--- config.mk ---
export PLATFORM = sky130hd
export DESIGN_NAME = modem_frame_config_ab
export DESIGN_NICKNAME = d
export VERILOG_FILES = /design/src/design/modem_cfg_pkg.sv /design/src/design/modem_frame_config_ab.sv
export SDC_FILE = /design/constraint.sdc
export NUM_CORES = 1
export LEC_CHECK = 0
export ABC_AREA = 1
export BUFFER_PORTS_ARGS = -buffer_cell sky130_fd_sc_hd__buf_2
export CAP_MARGIN = 40
export CELL_PAD_IN_SITES_DETAIL_PLACEMENT = 2
export CELL_PAD_IN_SITES_GLOBAL_PLACEMENT = 2
export CORE_MARGIN = 5
export CORE_UTILIZATION = 28
export CTS_CLUSTER_DIAMETER = 50
export CTS_CLUSTER_SIZE = 40
export DETAILED_ROUTE_END_ITERATION = 16
export GPL_TIMING_DRIVEN = 0
export HOLD_SLACK_MARGIN = 0.12
export PLACE_DENSITY_LB_ADDON = 0.12
export SLEW_MARGIN = 20
export SYNTH_ARGS = -nofsm -noshare
export SYNTH_HDL_FRONTEND = slang
export SYNTH_SLANG_ARGS = --single-unit
export TNS_END_PERCENT = 100
--- constraint.sdc ---
create_clock -name clk_sys -period 3.1 [get_ports clk_sys]
set_clock_uncertainty 0.2 [all_clocks]
set_input_delay 0.155 -clock clk_sys [delete_from_list [all_inputs] [get_ports clk_sys]]
set_output_delay 0.155 -clock clk_sys [all_outputs]
set_load 0.02 [all_outputs]
--- src/design/modem_cfg_pkg.sv ---
// Package with register map, field layout and timing constants of the modem frame block.
package modem_cfg_pkg;

    // ------------------------------------------------------------
    // Register map
    // ------------------------------------------------------------
    localparam logic [7:0] OFS_CONFIG_A = 8'h00;
    localparam logic [7:0] OFS_CONFIG_B = 8'h04;
    localparam logic [7:0] OFS_STATUS   = 8'h08;
    localparam logic [7:0] RST_CONFIG_A = 8'h00;
    localparam logic [7:0] RST_CONFIG_B = 8'h00;

    // ------------------------------------------------------------
    // Field positions
    // ------------------------------------------------------------
    localparam int POS_HDR_MODE   = 3;
    localparam int POS_SFD_TMR_EN = 2;
    localparam int POS_LEN_TO_EN  = 1;
    localparam int POS_CONST_RATE = 7;
    localparam int POS_LEAD_CNT   = 2;
    localparam int POS_REF_FIX    = 1;
    localparam int POS_REF_HOLD   = 0;

    // ------------------------------------------------------------
    // Frame field lengths and the delimiter timeout in bits
    // ------------------------------------------------------------
    localparam logic [15:0] PREAMBLE_BITS = 16'h0080;
    localparam logic [15:0] SFD_BITS      = 16'h0010;
    localparam logic [15:0] LENGTH_BITS   = 16'h0010;
    localparam logic [15:0] CRC_BITS      = 16'h0010;
    localparam logic [15:0] SIG_SRV_BITS  = 16'h0010;
    localparam logic [15:0] SFD_TMO_BITS  = 16'h0100;

    typedef enum logic [1:0] {
        HDR_SFD_ONLY = 2'h0,
        HDR_SFD_CRC  = 2'h1,
        HDR_SFD_LEN  = 2'h2,
        HDR_FULL     = 2'h3
    } hdr_mode_type;

    typedef struct packed {
        hdr_mode_type hdr_mode;
        logic         sfd_tmr_en;
        logic         len_to_en;
    } cfg_a_type;

    typedef struct packed {
        logic       const_rate;
        logic [4:0] lead_cnt;
        logic       ref_fix;
        logic       ref_hold;
    } cfg_b_type;

endpackage

--- src/design/modem_frame_config_ab.sv ---
// Modem frame configuration registers with transmit sequencing, receive timeouts and A/D reference control.
//
// Local design decision: the APB register port.
`timescale 1ns/100ps

module modem_frame_config_ab
    import modem_cfg_pkg::*;
#(
    parameter int REF_W = 6
) (
    // System
    input  wire logic             clk_sys,
    input  wire logic             sys_rst,
    // APB slave
    input  wire logic             psel,
    input  wire logic             penable,
    input  wire logic             pwrite,
    input  wire logic [7:0]       paddr,
    input  wire logic [31:0]      pwdata,
    output logic                  pready,
    output logic                  pslverr,
    output logic [31:0]           prdata,
    // Bit clocks from the clock generator
    input  wire logic             transmit_bit_clock,
    input  wire logic             receive_bit_clock,
    // Transmit side
    input  wire logic             tx_enable,
    output logic                  tx_data_req,
    output logic                  tx_in_header,
    output logic                  qpsk_rate,
    // Receive side
    input  wire logic             acq_done,
    input  wire logic             sfd_found,
    input  wire logic             rx_len_valid,
    input  wire logic [15:0]      rx_len,
    input  wire logic             rx_dqpsk,
    output logic                  rx_to_acq,
    // A/D reference calibration
    input  wire logic             ref_up,
    input  wire logic             ref_down,
    output logic [REF_W-1:0]      adc_ref
);

    // ------------------------------------------------------------
    // Registers
    // ------------------------------------------------------------
    cfg_a_type        cfg_a_ff;
    cfg_b_type        cfg_b_ff;
    logic             acc_wr;
    logic [31:0]      nxt_rdata;

    typedef enum logic [2:0] {
        RX_ACQ  = 3'b001,
        RX_SFD  = 3'b010,
        RX_DATA = 3'b100
    } rx_state_type;

    rx_state_type     rx_state_ff;
    logic             tx_busy_ff;

    // No register access needs a wait state, so the slave answers at once.
    // Status is read-only; a write to it is dropped without an error.
    assign pready  = 1'b1;
    assign acc_wr  = psel && penable && pwrite;
    assign pslverr = psel && penable && (paddr != OFS_CONFIG_A) && (paddr != OFS_CONFIG_B)
                     && (paddr != OFS_STATUS);

    always_ff @(posedge clk_sys) begin
        if (sys_rst) begin
            cfg_a_ff <= cfg_a_type'(RST_CONFIG_A[4:1]);
            cfg_b_ff <= cfg_b_type'(RST_CONFIG_B);
        end else if (acc_wr) begin
            if (paddr == OFS_CONFIG_A) begin
                // Bit 0 is not stored, so it can never alter behaviour.
                cfg_a_ff <= cfg_a_type'(pwdata[4:1]);
            end
            if (paddr == OFS_CONFIG_B) begin
                cfg_b_ff <= cfg_b_type'(pwdata[7:0]);
            end
        end
    end

    always_comb begin
        nxt_rdata = 32'h0000_0000;
        if (paddr == OFS_CONFIG_A) begin
            nxt_rdata[4:1] = cfg_a_ff;
        end else if (paddr == OFS_CONFIG_B) begin
            nxt_rdata[7:0] = cfg_b_ff;
        end else if (paddr == OFS_STATUS) begin
            nxt_rdata[2:0]            = rx_state_ff;
            nxt_rdata[3]              = tx_busy_ff;
            nxt_rdata[8 +: REF_W]     = adc_ref;
        end
    end

    // Read data is captured in the setup phase so that it stands for the
    // whole access phase without a wait state.
    always_ff @(posedge clk_sys) begin
        if (sys_rst) begin
            prdata <= 32'h0000_0000;
        end else if (psel && !penable && !pwrite) begin
            prdata <= nxt_rdata;
        end
    end

    // ------------------------------------------------------------
    // Bit clock synchronisers and edge detection
    // ------------------------------------------------------------
    // Three stages; a level change is accepted only when stages two
    // and three agree, which rejects a single metastable sample.
    logic [1:0]       clk_pin;
    logic [1:0]       s1_ff;
    logic [1:0]       s2_ff;
    logic [1:0]       s3_ff;
    logic [1:0]       lvl_ff;
    logic [1:0]       rise;

    assign clk_pin = {receive_bit_clock, transmit_bit_clock};

    genvar gi;
    generate
        for (gi = 0; gi < 2; gi++) begin : g_sync
            always_ff @(posedge clk_sys) begin
                if (sys_rst) begin
                    s1_ff[gi]  <= 1'b0;
                    s2_ff[gi]  <= 1'b0;
                    s3_ff[gi]  <= 1'b0;
                    lvl_ff[gi] <= 1'b0;
                end else begin
                    s1_ff[gi] <= clk_pin[gi];
                    s2_ff[gi] <= s1_ff[gi];
                    s3_ff[gi] <= s2_ff[gi];
                    if (s2_ff[gi] == s3_ff[gi]) begin
                        lvl_ff[gi] <= s3_ff[gi];
                    end
                end
            end
            assign rise[gi] = (s2_ff[gi] == s3_ff[gi]) && s3_ff[gi] && !lvl_ff[gi];
        end
    endgenerate

    // ------------------------------------------------------------
    // Transmit header sequencing
    // ------------------------------------------------------------
    function automatic logic [15:0] hdr_bits(input hdr_mode_type m);
        logic [15:0] b;
        b = PREAMBLE_BITS + SFD_BITS;
        case (m)
            HDR_SFD_ONLY: b = b;
            HDR_SFD_CRC:  b = b + CRC_BITS;
            HDR_SFD_LEN:  b = b + LENGTH_BITS + CRC_BITS;
            HDR_FULL:     b = b + SIG_SRV_BITS + LENGTH_BITS + CRC_BITS;
            default:      b = b;
        endcase
        return b;
    endfunction

    logic [16:0]      rem_ff;
    logic             tx_en_d_ff;
    logic [16:0]      nxt_rem;

    // Header bits are BPSK; at constant rate the clock runs at the QPSK
    // rate, so every header bit spans two bit clock periods.
    always_comb begin
        nxt_rem = {1'b0, hdr_bits(cfg_a_ff.hdr_mode)};
        if (cfg_b_ff.const_rate) begin
            nxt_rem = {hdr_bits(cfg_a_ff.hdr_mode), 1'b0};
        end
    end

    // A bit clock edge seen in the load cycle is not counted; the host
    // must start the clock only after it raises the transmit enable.
    always_ff @(posedge clk_sys) begin
        if (sys_rst) begin
            tx_busy_ff <= 1'b0;
            tx_en_d_ff <= 1'b0;
            rem_ff     <= 17'h0_0000;
        end else begin
            tx_en_d_ff <= tx_enable;
            if (!tx_enable) begin
                tx_busy_ff <= 1'b0;
                rem_ff     <= 17'h0_0000;
            end else if (!tx_en_d_ff) begin
                tx_busy_ff <= 1'b1;
                rem_ff     <= nxt_rem;
            end else if (rise[0] && rem_ff != 17'h0_0000) begin
                rem_ff <= rem_ff - 17'h0_0001;
            end
        end
    end

    // The request stands from N periods before data until the host drops
    // the transmit enable; a lead longer than the header raises it at once.
    always_ff @(posedge clk_sys) begin
        if (sys_rst) begin
            tx_data_req <= 1'b0;
        end else if (!tx_enable) begin
            tx_data_req <= 1'b0;
        end else if (tx_busy_ff && rem_ff <= {12'h000, cfg_b_ff.lead_cnt}) begin
            tx_data_req <= 1'b1;
        end
    end

    always_ff @(posedge clk_sys) begin
        if (sys_rst) begin
            tx_in_header <= 1'b0;
        end else begin
            tx_in_header <= tx_busy_ff && (rem_ff != 17'h0_0000);
        end
    end

    // Rate indication to the bit clock generator: fixed at QPSK in
    // constant-rate operation, else QPSK only for DQPSK receive data.
    always_ff @(posedge clk_sys) begin
        if (sys_rst) begin
            qpsk_rate <= 1'b0;
        end else if (cfg_b_ff.const_rate) begin
            qpsk_rate <= 1'b1;
        end else begin
            qpsk_rate <= rx_dqpsk && (rx_state_ff == RX_DATA);
        end
    end

    // ------------------------------------------------------------
    // Receive timeouts
    // ------------------------------------------------------------
    logic [15:0]      sfd_cnt_ff;
    logic [15:0]      len_cnt_ff;
    logic [15:0]      len_ff;
    logic             len_armed_ff;
    logic             len_mode;
    logic             abort;

    assign len_mode = (cfg_a_ff.hdr_mode == HDR_SFD_LEN) || (cfg_a_ff.hdr_mode == HDR_FULL);

    // A zero length ends the frame as soon as the length is known, before
    // any data bit edge, and does not depend on either timeout enable.
    always_comb begin
        abort = 1'b0;
        case (rx_state_ff)
            RX_SFD:  abort = cfg_a_ff.sfd_tmr_en && !sfd_found && (sfd_cnt_ff >= SFD_TMO_BITS);
            RX_DATA: abort = (rx_len_valid && rx_len == 16'h0000)
                             || (len_armed_ff && rise[1] && len_cnt_ff + 16'h0001 >= len_ff);
            default: abort = 1'b0;
        endcase
    end

    always_ff @(posedge clk_sys) begin
        if (sys_rst) begin
            rx_state_ff <= RX_ACQ;
            sfd_cnt_ff  <= 16'h0000;
        end else begin
            case (rx_state_ff)
                RX_ACQ: begin
                    sfd_cnt_ff <= 16'h0000;
                    if (acq_done) begin
                        rx_state_ff <= RX_SFD;
                    end
                end
                RX_SFD: begin
                    if (abort) begin
                        rx_state_ff <= RX_ACQ;
                    end else if (sfd_found) begin
                        rx_state_ff <= RX_DATA;
                    end else if (cfg_a_ff.sfd_tmr_en && rise[1]) begin
                        sfd_cnt_ff <= sfd_cnt_ff + 16'h0001;
                    end
                end
                RX_DATA: begin
                    if (abort) begin
                        rx_state_ff <= RX_ACQ;
                    end
                end
                default: rx_state_ff <= RX_ACQ;
            endcase
        end
    end

    // Counting starts from the edge after the length is known, so a stray
    // bit clock edge in the delimiter search never counts as data.
    always_ff @(posedge clk_sys) begin
        if (sys_rst) begin
            len_armed_ff <= 1'b0;
            len_cnt_ff   <= 16'h0000;
            len_ff       <= 16'h0000;
        end else if (rx_state_ff != RX_DATA || abort) begin
            len_armed_ff <= 1'b0;
            len_cnt_ff   <= 16'h0000;
        end else if (rx_len_valid) begin
            len_ff       <= rx_len;
            len_armed_ff <= cfg_a_ff.len_to_en && len_mode;
            len_cnt_ff   <= 16'h0000;
        end else if (len_armed_ff && rise[1]) begin
            len_cnt_ff <= len_cnt_ff + 16'h0001;
        end
    end

    // Registered so that the acquisition request is a single clean pulse
    // which the receive front end can use without further qualification.
    always_ff @(posedge clk_sys) begin
        if (sys_rst) begin
            rx_to_acq <= 1'b0;
        end else begin
            rx_to_acq <= abort;
        end
    end

    // ------------------------------------------------------------
    // A/D reference calibration
    // ------------------------------------------------------------
    localparam logic [REF_W-1:0] REF_MID = {1'b1, {(REF_W-1){1'b0}}};
    localparam logic [REF_W-1:0] REF_MAX = {REF_W{1'b1}};

    // Fix has priority over hold, so a held value never masks mid-scale.
    // Up and down requests together cancel, so a noisy level detector
    // cannot make the reference dither on every clock.
    always_ff @(posedge clk_sys) begin
        if (sys_rst) begin
            adc_ref <= REF_MID;
        end else if (cfg_b_ff.ref_fix) begin
            adc_ref <= REF_MID;
        end else if (cfg_b_ff.ref_hold) begin
            adc_ref <= adc_ref;
        end else if (ref_up && !ref_down && adc_ref != REF_MAX) begin
            adc_ref <= adc_ref + 1'b1;
        end else if (ref_down && !ref_up && adc_ref != '0) begin
            adc_ref <= adc_ref - 1'b1;
        end
    end

endmodule

## Yosys cells after proc, flatten, opt, wreduce, memory -nomap -nowiden

Index checks and enable logic that the tools add are counted.

| word-level totals | value |
|---|---|
| output and inout bits | 44 |
| register bits | 115 |
| word-level logic and storage cells | 140 |
| input port bits | 70 |

| cells by class | value |
|---|---|
| $add $sub $neg | 5 |
| muxes and demuxes | 25 |
| reduce and logical (&&, ||, !) cells | 54 |
| order comparisons | 3 |
| equality and inequality tests | 21 |
| bitwise logic cells | 3 |

Operator list:

| operator | count |
|---|---|
| 16-bit case mux with 4 select lines | 1 |
| 17-bit two-way mux | 3 |
| 16-bit two-way mux | 3 |
| 16-bit by 1-bit adder with 16-bit output (second input constant) | 2 |
| 16-bit case mux with 2 select lines | 1 |
| 1-bit logical AND | 26 |
| 6-bit two-way mux | 4 |
| 17-bit by 5-bit <= comparator with 1-bit output | 1 |
| 17-bit nonzero test | 1 |
| 17-bit by 1-bit subtractor with 17-bit output (second input constant) | 1 |
| 16-bit >= comparator | 1 |
| 16-bit by 9-bit >= comparator with 1-bit output (second input constant) | 1 |
| 16-bit zero test | 1 |
| 4-bit two-way mux | 4 |
| 3-bit two-way mux | 4 |
| 2-bit != test (second input constant) | 5 |
| 9-bit two-way mux | 1 |
| 3-bit case mux with 3 select lines | 1 |
| 8-bit by 3-bit equality test with 1-bit output (second input constant) | 1 |
| 8-bit by 4-bit equality test with 1-bit output (second input constant) | 1 |
| 8-bit zero test | 1 |
| 8-bit by 3-bit != test with 1-bit output (second input constant) | 1 |
| 8-bit by 4-bit != test with 1-bit output (second input constant) | 1 |
| 2-bit AND reduction | 4 |
| other kinds (24) | 41 |

## Longest topological paths before layout

Gate-level depths: netlist of run 1.

| logic depth | value |
|---|---|
| depth after elaboration | 10 |
| depth in mapped cells | 21 |
| depth with buffers taken out | 20 |

## Worst setup path after synthesis of run 1

No wires, ideal clock.

| timing path | value |
|---|---|
| path type | flip-flop to flip-flop |
| start | register len_cnt_ff[0] |
| end | register len_cnt_ff[13] |
| library setup time | 0.064 ns |
| period minus slack after synthesis | 2.922 ns |
| stages on the path, launching flop included | 20 |
| data required time | 2.836 ns |
| buffers on the path | 1 |
| arrival time | 2.658 ns |
| setup slack | 0.178 ns |
| cell sequence | dfxtp_1 -> ha_1 -> nand3_1 -> nor3_2 -> nand2_1 -> nor2_1 -> nand3_1 -> xor2_1 -> inv_1 -> ha_1 -> nand2_1 -> nor2_1 -> a21oi_1 -> nand2_1 -> nand2_1 -> nand4_2 -> inv_2 -> nand3_2 -> buf_4 -> nor2_1 |

| on the way | value |
|---|---|
| longest elaborated chain between the ends | 7 |

Ends and longest elaborated chain:

| element | RTL line | source |
|---|---|---|
| start: declaration | modem_frame_config_ab.sv:228 | `logic [15:0] len_cnt_ff;` |
| start signal: assignment | modem_frame_config_ab.sv:294 | `len_cnt_ff <= len_cnt_ff + 16'h0001;` |
| 16-bit by 1-bit adder with 16-bit output (*) | modem_frame_config_ab.sv:243, modem_frame_config_ab.sv:294 |  |
| 16-bit >= comparator | modem_frame_config_ab.sv:243 | `\|\| (len_armed_ff && rise[1] && len_cnt_ff + 16'h0001 >= len_ff);` |
| 1-bit logical AND | modem_frame_config_ab.sv:243 |  |
| 1-bit logical OR | modem_frame_config_ab.sv:243 |  |
| 1-bit case mux with 2 select lines | modem_frame_config_ab.sv:240 | `case (rx_state_ff)` |
| 1-bit logical OR | modem_frame_config_ab.sv:286 | `end else if (rx_state_ff != RX_DATA \|\| abort) begin` |
| 3-bit OR reduction (no line) | -- |  |

Every way passes the cells marked *; elsewhere a longest branch is shown, timed or not.
A chain may end at the register's enable or synchronous reset.

## Final worst setup path of run 1

| timing path | value |
|---|---|
| start | register len_cnt_ff[0] |
| end | register len_ff[11] |

| on the way | value |
|---|---|
| longest elaborated chain between the ends | 8 |

Ends and longest elaborated chain:

| element | RTL line | source |
|---|---|---|
| 16-bit by 1-bit adder with 16-bit output | modem_frame_config_ab.sv:243 |  |
| 16-bit >= comparator | modem_frame_config_ab.sv:243 |  |
| 1-bit logical AND | modem_frame_config_ab.sv:243 |  |
| 1-bit logical OR | modem_frame_config_ab.sv:243 |  |
| 1-bit case mux with 2 select lines | modem_frame_config_ab.sv:240 |  |
| 1-bit logical OR | modem_frame_config_ab.sv:286 |  |
| 1-bit inverter (no line) | -- |  |
| 2-bit AND reduction (no line) | -- |  |
| end signal: assignment | modem_frame_config_ab.sv:290 | `len_ff <= rx_len;` |
| end: declaration | modem_frame_config_ab.sv:229 | `logic [15:0] len_ff;` |

Every way passes these cells.

==> metrics.md, run 1 <==
| Metric | Value |
|---|---|
| Clock network fraction of design power | `0.512` |
| Filler cell count in the final layout | `2434` |
| Hold path startpoint | `paddr[0]` |
| Total core area | `21090 sq um` |
| Number of distinct library cells after synthesis | `44` |
| Part of the Yosys area used for sequential elements | `0.3837` |
| Status | `complete, but fails checks` |
| Pin count of the biggest net entering global routing | `17` |
| Flip-flop and latch count after synthesis | `115` |
| Leakage component of the power | `3.643 nW` |
| Largest stage delay, worst path | `0.38 ns` |
| Min setup slack post-route | `-0.1804 ns` |
| Critical path start-end classification | `register to register` |
| Cells after synthesis | `819` |
| Vias post-DR | `6132` |
| Number of enable-type register cells in the synthesized netlist | `0` |
| Total Routing Usage GR | `0.1846` |
| Fraction of power spent switching nets | `0.2502` |
| Routed WL | `22350 um` |
| Row cnt | `53` |
| DR DRC count | `0` |
| Clk slew on worst S/H paths | `0.06 ns` |
| Number of top-level pins | `114` |
| Most Frequent Cell on Critical Path | `buf_4` |
| Switching power | `1.004 mW` |
| Cell at the root of the clock tree | `clkbuf_16` |
| Worst hold path class | `primary input to register` |
| Comb power frac | `0.104` |
| Data required, critical path | `3.24 ns` |
| Cells on Worst Hold Path | `7` |
| Pre-CTS worst setup slack | `-0.6744 ns` |
| Number of detailed-routing iterations run before antenna repair | `4` |
| Worst max-slew margin expressed relative to the limit | `0.4691` |
| Initial antenna violation count | `0` |
| Netlist Area Pre-Place | `6001 sq um` |
| Initial core utilization | `0.2846` |
| Crit path max-delay cell type | `dfxtp_4` |
| Main synth FF type | `dfxtp_1` |
| Maximum frequency from static timing analysis | `0.3048 GHz` |
| Mean number of vias per cell | `4.791` |
| Worst vdd ir | `308.7 uV` |
| Fraction of final layout cells sized beyond drive strength 1 | `0.2478` |
| Cell-by-cell listing of the critical path | `ha_4, nand3_4, nor3_4, buf_4, buf_4, buf_4, buf_4, buf_4, xor2_2, ha_2, nand4_1, nor3_2, nand2_1, nand2_1, nand2_2, nand4_4, nor2_4, buf_6, o21ai_1, nor2_1` |
| Internal | `3.008 mW` |
| Flop-to-flop setup slack | `-0.18 ns` |
| Vias in the first global route | `6994` |
| Diodes inserted | `0` |
| Max-slew violation count | `0` |
| Detail-routed net length per standard cell | `17.46 um` |
| Inserted Clock Buffers | `17` |
| Number of max-cap violations | `0` |
| Fin. Hold Viols | `0` |
| TritonCTS sink count | `115` |
| Worst R2R Path Depth | `20` |
| Final Instance Count excl. Fillers | `1280` |
| Measured slew at the worst slew-check pin | `0.7963 ns` |
| Worst-Skew Late Latency | `0.42 ns` |
| Buffers and inverters on the worst path | `6` |
| Kind of capture point of the worst setup path | `register` |
| X dimension of the die | `156.4 um` |
| Initial DRC Count | `150` |
| Final Critical Period | `3.280 ns` |
| Bufs on Longest Clock Path | `2` |
| Kind of launch point of the worst setup path | `register` |
| Unrepaired setup endpoints after global routing | `true` |
| Grt total ovfl | `0` |
| Total number of nets in the final design | `1099` |
| Sequential share of power | `0.384` |
| Largest area contributor in the synthesized netlist | `dfxtp_1` |
| Most common library cells after synthesis | `115 x dfxtp_1, 114 x nand2_1, 110 x inv_1, 106 x nor2_1, 77 x a21oi_1` |
| Port-buffer cells | `69` |
| Share of synthesized flip-flops with an asynchronous set or reset | `0` |
| Area share of the largest cell type after synthesis | `0.3837` |
| Cell family contributing the most delay on the critical path | `simple AND/OR/NAND/NOR gates` |
| Post-Syn Area per Cell | `7.327 sq um` |
| Most used standard cell by instance count after synthesis | `dfxtp_1` |
| Reg2reg start | `len_cnt_ff[0]` |
| Count of final setup violators | `35` |
| Syn-to-layout area delta | `40.62%` |
| Die area | `24460 sq um` |
| Synthesis warning total | `0` |
| Half-perimeter wire length of the detailed placement result | `15890 um` |
| Failing checks | `negative setup slack` |
| Routability congestion estimate | `0.7878` |
| CTS H-tree depth | `4` |
| Crit Path Max Fanout | `5` |
| Capture endpoint of the worst hold path | `prdata[9]` |
| Data arrival, critical path | `3.42 ns` |
| Cell types with the largest area share after synthesis | `dfxtp_1 38%, ha_1 7.3%, nand2_1 7.1%, inv_1 6.9%, nor2_1 6.6%` |
| Cell area power density | `475.4 nW/um^2` |
| Remaining number of nets flagged by the antenna check after routing | `0` |
| Inst Count DP | `1182` |
| Part of the cycle the worst path needs | `1.058` |
| Die Y | `156.4 um` |
| CTS tree | `built` |
| R2R Path End | `len_ff[11]` |
| Global-route wire length before repair | `35950 um` |
worst max-delay path by stage:
stage,startpoint,to,slack [ns],depth (start not counted)
final,len_cnt_ff[0],len_ff[11],-0.18,20
after global routing,len_cnt_ff[10],len_ff[11],-0.36,15
after CTS,len_cnt_ff[1],len_cnt_ff[3],-0.04,16
after detailed placement,len_cnt_ff[0],len_ff[13],-0.67,19
after global placement,len_cnt_ff[0],len_ff[0],-0.53,19
after floorplan,len_cnt_ff[0],len_cnt_ff[13],0.18,19
sequential cells by signal, indices dropped and copies added, names as in the netlist, 2 cells and up:
name	flops
prdata	14
cfg_b_ff	8
s3_ff	2
s1_ff	2
len_ff	16
rem_ff	17
cfg_a_ff	4
rx_state_ff	3
s2_ff	2
sfd_cnt_ff	16
adc_ref	6
lvl_ff	2
len_cnt_ff	16
power by group through the flow:
stage	Clock, mW	Combinational, mW	Sequential [mW]
2_1_floorplan	0	0.224	1.58
3_5_place_dp	0	0.369	1.57
4_1_cts	2.11	0.413	1.54
3_3_place_gp	0	0.348	1.57
6_report	2.06	0.416	1.54
5_1_grt	2.17	0.465	1.54
kinds of logic after synthesis:
group | synth area share
buffers and inverters | 0.1122
DFF | 0.3837
AOI/OAI and AO/OA | 0.1501
xor gates and xnor gates | 0.03211
and+or+nand+nor | 0.2444
adders and majority gates | 0.07631
other | 0.001252
routing by layer:
metal	up-vias	GRT usage	share of wire
li1	3001	-	-
met1	2995	0.2245	0.44
met2	108	0.3326	0.51
met3	28	0.03761	0.039
met4	0	0.04628	0.017
met5	-	0	0
repair_timing:
action | in CTS | in global routing
resized for setup | 63 | 55
cloned | 1 | 2
pin swaps | 21 | 21
hold endpoints to repair | 60 | 0
buffers inserted | 18 | 5
hold buffers | 42 | 0
setup endpoints to repair | 37 | 37
per-stage QoR:
stage	instance area (sq um)	power, mW	util	hold slack [ns]	TNS, ns
detailed placement	6764	1.943	0.3208	0.1825	-18.40
global route	8438	4.177	0.4001	0.2086	-10.62
global placement	6754	1.920	0.3203	0.1612	-13.00
finish	8438	4.012	0.4001	0.1600	-3.465
CTS	8170	4.059	0.3874	0.1516	-0.8272
floorplan	6065	1.804	-	0.06197	0
layout by cell type, fill, tap and decap left out, types with 5 or more instances in the layout:
cell           count
a21oi_2            8
inv_1            109
nand4_1           10
xor2_1            13
nor2_1            84
a21oi_1           69
buf_4             38
dlygate4sd3_1     42
o21ai_2            7
o21ai_1            8
o21ai_0           59
conb_1            19
nand2_2            7
nor3_2             5
xor2_2             5
buf_2             72
clkbuf_16         19
nand2_1          109
nor2_4            14
a31oi_1            6
clkbuf_1          16
nand3_1           34
nor2_2            14
inv_2              7
ha_1              32
dfxtp_1          108
nor4_1             7
nor3_1            12
final cells by class:
| type | instances | area (sq um) | area share |
|---|---|---|---|
| inverters | 118 | 447.9 | 0.05308 |
| flip-flops and latches | 115 | 2318 | 0.2748 |
| plain buffers | 38 | 245.2 | 0.02906 |
| clock inverters | 9 | 127.6 | 0.01512 |
| repair buffers | 138 | 1022 | 0.1211 |
| clock buffers | 22 | 484.2 | 0.05738 |
| multi-input cells | 565 | 3448 | 0.4087 |
| well taps | 275 | 344.1 | 0.04078 |
tightest hold or removal path: stages:
cell	delay, ns
buf_2	0.08
nor2_1	0.03
inv_1	0.08
nor4_2	0.08
buf_2	0.17
nand3_1	0.07
a21oi_1	0.06
No activity file was read; power rests on OpenSTA's default activity.
==> inputs of run 2 (changes only) <==
Settings changed: CELL_PAD_IN_SITES_DETAIL_PLACEMENT 2 to not set, CELL_PAD_IN_SITES_GLOBAL_PLACEMENT 2 to not set, CORE_UTILIZATION 28 to 30.
==> run 2 against run 1 <==
  * The run now ends clean
  * Cell count is 0.55% lower
  * Design area grew 0.37%
  * Maximum frequency rose by 7.8%
  * Worst hold slack worse by 0.0079 ns
  * Global-route usage decreased by 3.4 points
  * Via count down 8.1%
  * First-iteration DRC count is 81% higher
  * Utilization is 3.2 points higher
  * Sequential share of layout area about the same
  * Clock-buffer cell count shrank 1
  * Critical endpoint unchanged
==> metrics.md, run 2 (synthesis results as in run 1) <==
| Metric | Value |
|---|---|
| DR DRC count | `0` |
| Critical path start-end classification | `register to register` |
| Leakage component of the power | `3.652 nW` |
| Routability congestion estimate | `0.7700` |
| Initial core utilization | `0.3063` |
| Crit Path Max Fanout | `5` |
| Pre-CTS worst setup slack | `-0.5375 ns` |
| Switching power | `0.9912 mW` |
| Bufs on Longest Clock Path | `2` |
| Kind of capture point of the worst setup path | `register` |
| Unrepaired setup endpoints after global routing | `true` |
| Mean number of vias per cell | `4.428` |
| Number of detailed-routing iterations run before antenna repair | `4` |
| Total Routing Usage GR | `0.1511` |
| Row cnt | `51` |
| Part of the cycle the worst path needs | `0.9815` |
| X dimension of the die | `151.4 um` |
| Flop-to-flop setup slack | `0.06 ns` |
| Fraction of final layout cells sized beyond drive strength 1 | `0.2460` |
| Initial DRC Count | `271` |
| Most frequent cells in the layout | `108 x dfxtp_1, 107 x nand2_1, 107 x inv_1, 91 x nor2_1, 71 x buf_2` |
| Capture endpoint of the worst hold path | `prdata[1]` |
| Syn-to-layout area delta | `41.14%` |
| Die Y | `151.4 um` |
| Overall power consumption | `3.987 mW` |
| Total number of nets in the final design | `1101` |
| Cell area power density | `470.8 nW/um^2` |
| Total core area | `19590 sq um` |
| Reg2reg start | `len_cnt_ff[1]` |
| Initial antenna violation count | `0` |
| Maximum frequency from static timing analysis | `0.3287 GHz` |
| Pin count of the biggest net entering global routing | `17` |
| Data arrival, critical path | `3.18 ns` |
| Inserted Clock Buffers | `17` |
| Vias in the first global route | `5575` |
| Kind of launch point of the worst setup path | `register` |
| Global-route wire length before repair | `27360 um` |
| TritonCTS sink count | `115` |
| Worst hold path class | `primary input to register` |
| Cell at the root of the clock tree | `clkbuf_16` |
| Port-buffer cells | `69` |
| Internal | `2.996 mW` |
| Routed WL | `16850 um` |
| Cells on Worst Hold Path | `8` |
| Max-slew violation count | `0` |
| Fraction of power spent switching nets | `0.2486` |
| Status | `complete, no violations` |
| Fin. Hold Viols | `0` |
| Number of top-level pins | `114` |
| Vias post-DR | `5637` |
| Remaining number of nets flagged by the antenna check after routing | `0` |
| Worst max-slew margin expressed relative to the limit | `0.4529` |
| Clock network fraction of design power | `0.517` |
| Comb power frac | `0.098` |
| Min setup slack post-route | `0.05728 ns` |
| Worst vdd ir | `380.6 uV` |
| Count of final setup violators | `0` |
| Sequential share of power | `0.385` |
| Top register by number of flip-flops | `rem_ff` |
| CTS tree | `built` |
| Leading cell type in the layout, fill and taps excluded | `dfxtp_1` |
| Hold path startpoint | `paddr[1]` |
| Grt total ovfl | `0` |
| Number of max-cap violations | `0` |
| Flip-flop count of the largest register after layout | `17` |
| Diodes inserted | `0` |
| Die area | `22930 sq um` |
| Half-perimeter wire length of the detailed placement result | `12100 um` |
| Measured slew at the worst slew-check pin | `0.8143 ns` |
| Clk slew on worst S/H paths | `0.06 ns` |
| Final Critical Period | `3.043 ns` |
| Data required, critical path | `3.24 ns` |
| CTS H-tree depth | `4` |
| Detail-routed net length per standard cell | `13.23 um` |
| R2R Path End | `len_ff[11]` |
| Worst-Skew Late Latency | `0.43 ns` |
| Worst R2R Path Depth | `19` |
## run 2: cell types whose count changed in the layout (fill, tap and decap cells not counted), moves of 3 or more
cell,before,now
buf_6,4,8
nor2_1,84,91
nor2_2,14,8
o21ai_0,59,62
## run 2: timing repair
item                                    in CTS  in global routing
endpoints found under the setup margin      36                 35
setup buffers                               11                 12
gates cloned                                 0                  2
endpoints found under the hold margin       62                  0
pin swaps                                    8                 33
resized for setup                           31                 88
hold buffers                                44                  0
## run 2: how the worst max path moves through the flow
stage | from | end | slack [ns] | depth (start not counted)
after floorplan | len_cnt_ff[0] | len_cnt_ff[13] | 0.18 | 19
after global placement | len_cnt_ff[0] | len_ff[0] | -0.54 | 19
after detailed placement | len_cnt_ff[0] | len_ff[0] | -0.54 | 19
after CTS | len_cnt_ff[0] | len_ff[5] | 0.004 | 20
after global routing | len_cnt_ff[1] | len_ff[10] | -0.14 | 17
final | len_cnt_ff[1] | len_ff[11] | 0.06 | 19
## run 2: critical path, cell delays in order (launching register included)
cell     delay, ns
dfxtp_4       0.38
ha_4          0.15
nand3_4       0.09
nor3_4        0.21
nand2_2       0.10
nor2_4        0.13
nand3_2       0.09
xor2_2        0.16
inv_1         0.06
ha_1          0.28
nand2_2       0.09
nor2_1        0.04
a21oi_1       0.11
nand2_1       0.08
nand2_2       0.09
nand4_4       0.13
nor2_4        0.22
buf_6         0.16
o21ai_1       0.06
nor2_1        0.13
## run 2: metrics by stage
step                std cells  hold slack, ns  cell area [sq um]    util  setup TNS, ns
finish                   1273          0.1521               8469  0.4323              0
global route             1273          0.2145               8469  0.4323         -3.151
CTS                      1259          0.1526               8024  0.4096              0
detailed placement       1172          0.1618               6754  0.3448         -11.39
global placement         1170          0.1621               6741  0.3441         -11.83
floorplan                 836         0.06197               6065       -              0
## run 2: cell type report
| cell class | count | area, sq um |
|---|---|---|
| inverters | 118 | 450.4 |
| well taps | 265 | 331.6 |
| flip-flops and latches | 115 | 2323 |
| clock buffers | 21 | 470.5 |
| clock inverters | 11 | 151.4 |
| repair buffers | 140 | 1030 |
| fillers | 2012 | 11120 |
| multi-input cells | 565 | 3467 |
| plain buffers | 38 | 245.2 |
## run 2: power by group through the flow
stage / clock network [mW] / logic (mW) / registers, mW
after floorplan: 0 / 0.224 / 1.58
after global placement: 0 / 0.347 / 1.57
after detailed placement: 0 / 0.347 / 1.57
after CTS: 2.10 / 0.390 / 1.54
after global routing: 2.18 / 0.441 / 1.54
final: 2.06 / 0.390 / 1.53
## run 2: metal layers
layer | track usage | wire length (um) | vias up
met4 | 0.03490 | 140 | 0
met5 | 0 | 0 | -
li1 | - | - | 3003
met3 | 0.04369 | 823 | 14
met1 | 0.2053 | 8335 | 2504
met2 | 0.2372 | 7544 | 116
==> inputs of run 3 (changes only) <==
Settings changed: CORE_ASPECT_RATIO set to 0.6.
==> run 3 against run 2 <==
  * The run now ends with negative setup slack left
  * Critical path depth unchanged
  * Flip-flop and latch count unchanged
  * Maximum frequency down 2.7%
  * Combinational power up 2%
  * Clock power about the same
  * Die area up 0.40%
  * Utilization down 0.82 points
  * Via count up 0.73%
  * Design area down 0.75%
  * Critical path type unchanged
  * Largest cell class unchanged
  * Highest routed layer unchanged
==> metrics.md, run 3 (synthesis results as in run 1) <==
| Metric | Value |
|---|---|
| Status | `complete, but fails checks` |
| Cell area power density | `476.4 nW/um^2` |
| Fraction of final layout cells sized beyond drive strength 1 | `0.2365` |
| Leakage component of the power | `3.684 nW` |
| Port-buffer cells | `69` |
| Unrepaired setup endpoints after global routing | `true` |
| Bufs on Longest Clock Path | `2` |
| Initial core utilization | `0.3028` |
| Worst hold path class | `primary input to register` |
| Pre-CTS worst setup slack | `-0.5691 ns` |
| Most frequent cells in the layout | `111 x nand2_1, 109 x dfxtp_1, 108 x inv_1, 95 x nor2_1, 72 x buf_2` |
| Count of final setup violators | `12` |
| Worst max-slew margin expressed relative to the limit | `0.4152` |
| Die area | `23020 sq um` |
| Clk slew on worst S/H paths | `0.06 ns` |
| Global-route wire length before repair | `28030 um` |
| Max-slew violation count | `0` |
| Syn-to-layout area delta | `40.08%` |
| Number of detailed-routing iterations run before antenna repair | `5` |
| Routability congestion estimate | `0.8302` |
| Crit path from | `len_cnt_ff[0]` |
| Critical path start-end classification | `register to register` |
| CTS H-tree depth | `4` |
| Failing checks | `negative setup slack` |
| Routed WL | `18000 um` |
| Min setup slack post-route | `-0.02576 ns` |
| CTS tree | `built` |
| Vias in the first global route | `5341` |
| Post-place instance area | `6761 sq um` |
| Flip-flop count of the largest register after layout | `17` |
| Fin. Hold Viols | `0` |
| Measured slew at the worst slew-check pin | `0.8705 ns` |
| Total core area | `19820 sq um` |
| Initial DRC Count | `342` |
| Kind of launch point of the worst setup path | `register` |
| Reg2reg start | `len_cnt_ff[0]` |
| Die Y | `119.6 um` |
| Overall power consumption | `4.004 mW` |
| Diodes inserted | `0` |
| Half-perimeter wire length of the detailed placement result | `13050 um` |
| Vias post-DR | `5678` |
| Summed area of non-filler cells in the final layout | `8406 sq um` |
| Worst R2R Path Depth | `19` |
| Total number of nets in the final design | `1112` |
| DR DRC count | `0` |
| Detail-routed net length per standard cell | `13.93 um` |
| Flop-to-flop setup slack | `-0.03 ns` |
| Pin count of the biggest net entering global routing | `17` |
| Cell at the root of the clock tree | `clkbuf_16` |
| Initial antenna violation count | `0` |
| Worst vdd ir | `401.4 uV` |
| Grt total ovfl | `0` |
| X dimension of the die | `192.6 um` |
| Mean number of vias per cell | `4.395` |
| Worst-Skew Late Latency | `0.42 ns` |
| Row cnt | `40` |
| Final Instance Count excl. Fillers | `1292` |
| Leading cell type in the layout, fill and taps excluded | `nand2_1` |
| Worst hold margin | `0.1360 ns` |
| Inserted Clock Buffers | `17` |
| Data arrival, critical path | `3.27 ns` |
| Top register by number of flip-flops | `rem_ff` |
| Total Routing Usage GR | `0.1559` |
| Kind of capture point of the worst setup path | `register` |
| Data required, critical path | `3.24 ns` |
| Remaining number of nets flagged by the antenna check after routing | `0` |
| Crit Path Max Fanout | `5` |
| R2R Path End | `len_ff[0]` |
| Number of max-cap violations | `0` |
| Inst Count DP | `1180` |
| Final Critical Period | `3.126 ns` |
| TritonCTS sink count | `115` |
| Maximum frequency from static timing analysis | `0.3199 GHz` |
| Number of top-level pins | `114` |
| Endpoint of the most critical setup path | `len_ff[0]` |
| Part of the cycle the worst path needs | `1.008` |
run 3: how the worst min path moves through the flow:
stage                            start          to  slack [ns]  cells past startpoint
finish                        paddr[1]  prdata[12]        0.14                      7
global route                  paddr[1]  prdata[11]        0.17                      7
floorplan           transmit_bit_clock    s1_ff[0]        0.06                      2
global placement     receive_bit_clock    s1_ff[1]        0.16                      3
CTS                           paddr[0]  prdata[12]        0.13                      7
detailed placement   receive_bit_clock    s1_ff[1]        0.16                      3
run 3: per-layer routing:
layer  up-vias  wire [um]  global-route usage
met2       131       6607              0.1948
li1       3024          -                   -
met1      2511      10210              0.2510
met5         -          0                   0
met3        12        979             0.03953
met4         0        200             0.04987
run 3: stage by stage:
step	utilization	setup TNS, ns
finish	0.4241	-0.1044
global route	0.4241	-7.455
CTS	0.4131	0
detailed placement	0.3412	-14.58
global placement	0.3407	-15.33
floorplan	-	0
run 3: power by group:
| part | internal [mW] | switching, mW | leakage, nW |
|---|---|---|---|
| logic | 0.162 | 0.236 | 2.46 |
| registers | 1.50 | 0.0373 | 0.935 |
| clock network | 1.33 | 0.739 | 0.290 |
run 3: timing repair:
item	4_1_cts	5_1_grt
buffers inserted	30	6
hold buffers	43	0
gates cloned	1	1
pin swaps	11	19
setup endpoints to repair	36	36
resized for setup	33	52
endpoints found under the hold margin	65	0
run 3: area by class of cell:
type / instances / area [sq um]
timing repair buffer: 152 / 1106
fill: 2031 / 11410
inverter: 118 / 445.4
multi-input combinational: 565 / 3343
clock buffer: 20 / 466.7
buffer: 37 / 230.2
sequential: 115 / 2317
clock inverter: 12 / 155.1
tap: 273 / 341.6
run 3: critical path, stage by stage (launching register included):
cell and delay, ns:
dfxtp_4 0.38, ha_4 0.16, nand3_4 0.09, nor3_4 0.20, nand2_1 0.09, nor2_2 0.13
nand3_2 0.10, xor2_2 0.20, inv_1 0.06, ha_1 0.27, nand2_1 0.09, nor2_1 0.04
a21oi_1 0.13, nand2_1 0.10, nand2_2 0.09, nand4_4 0.13, nor2_4 0.21, buf_6 0.17
nand2_2 0.06, a21oi_2 0.13
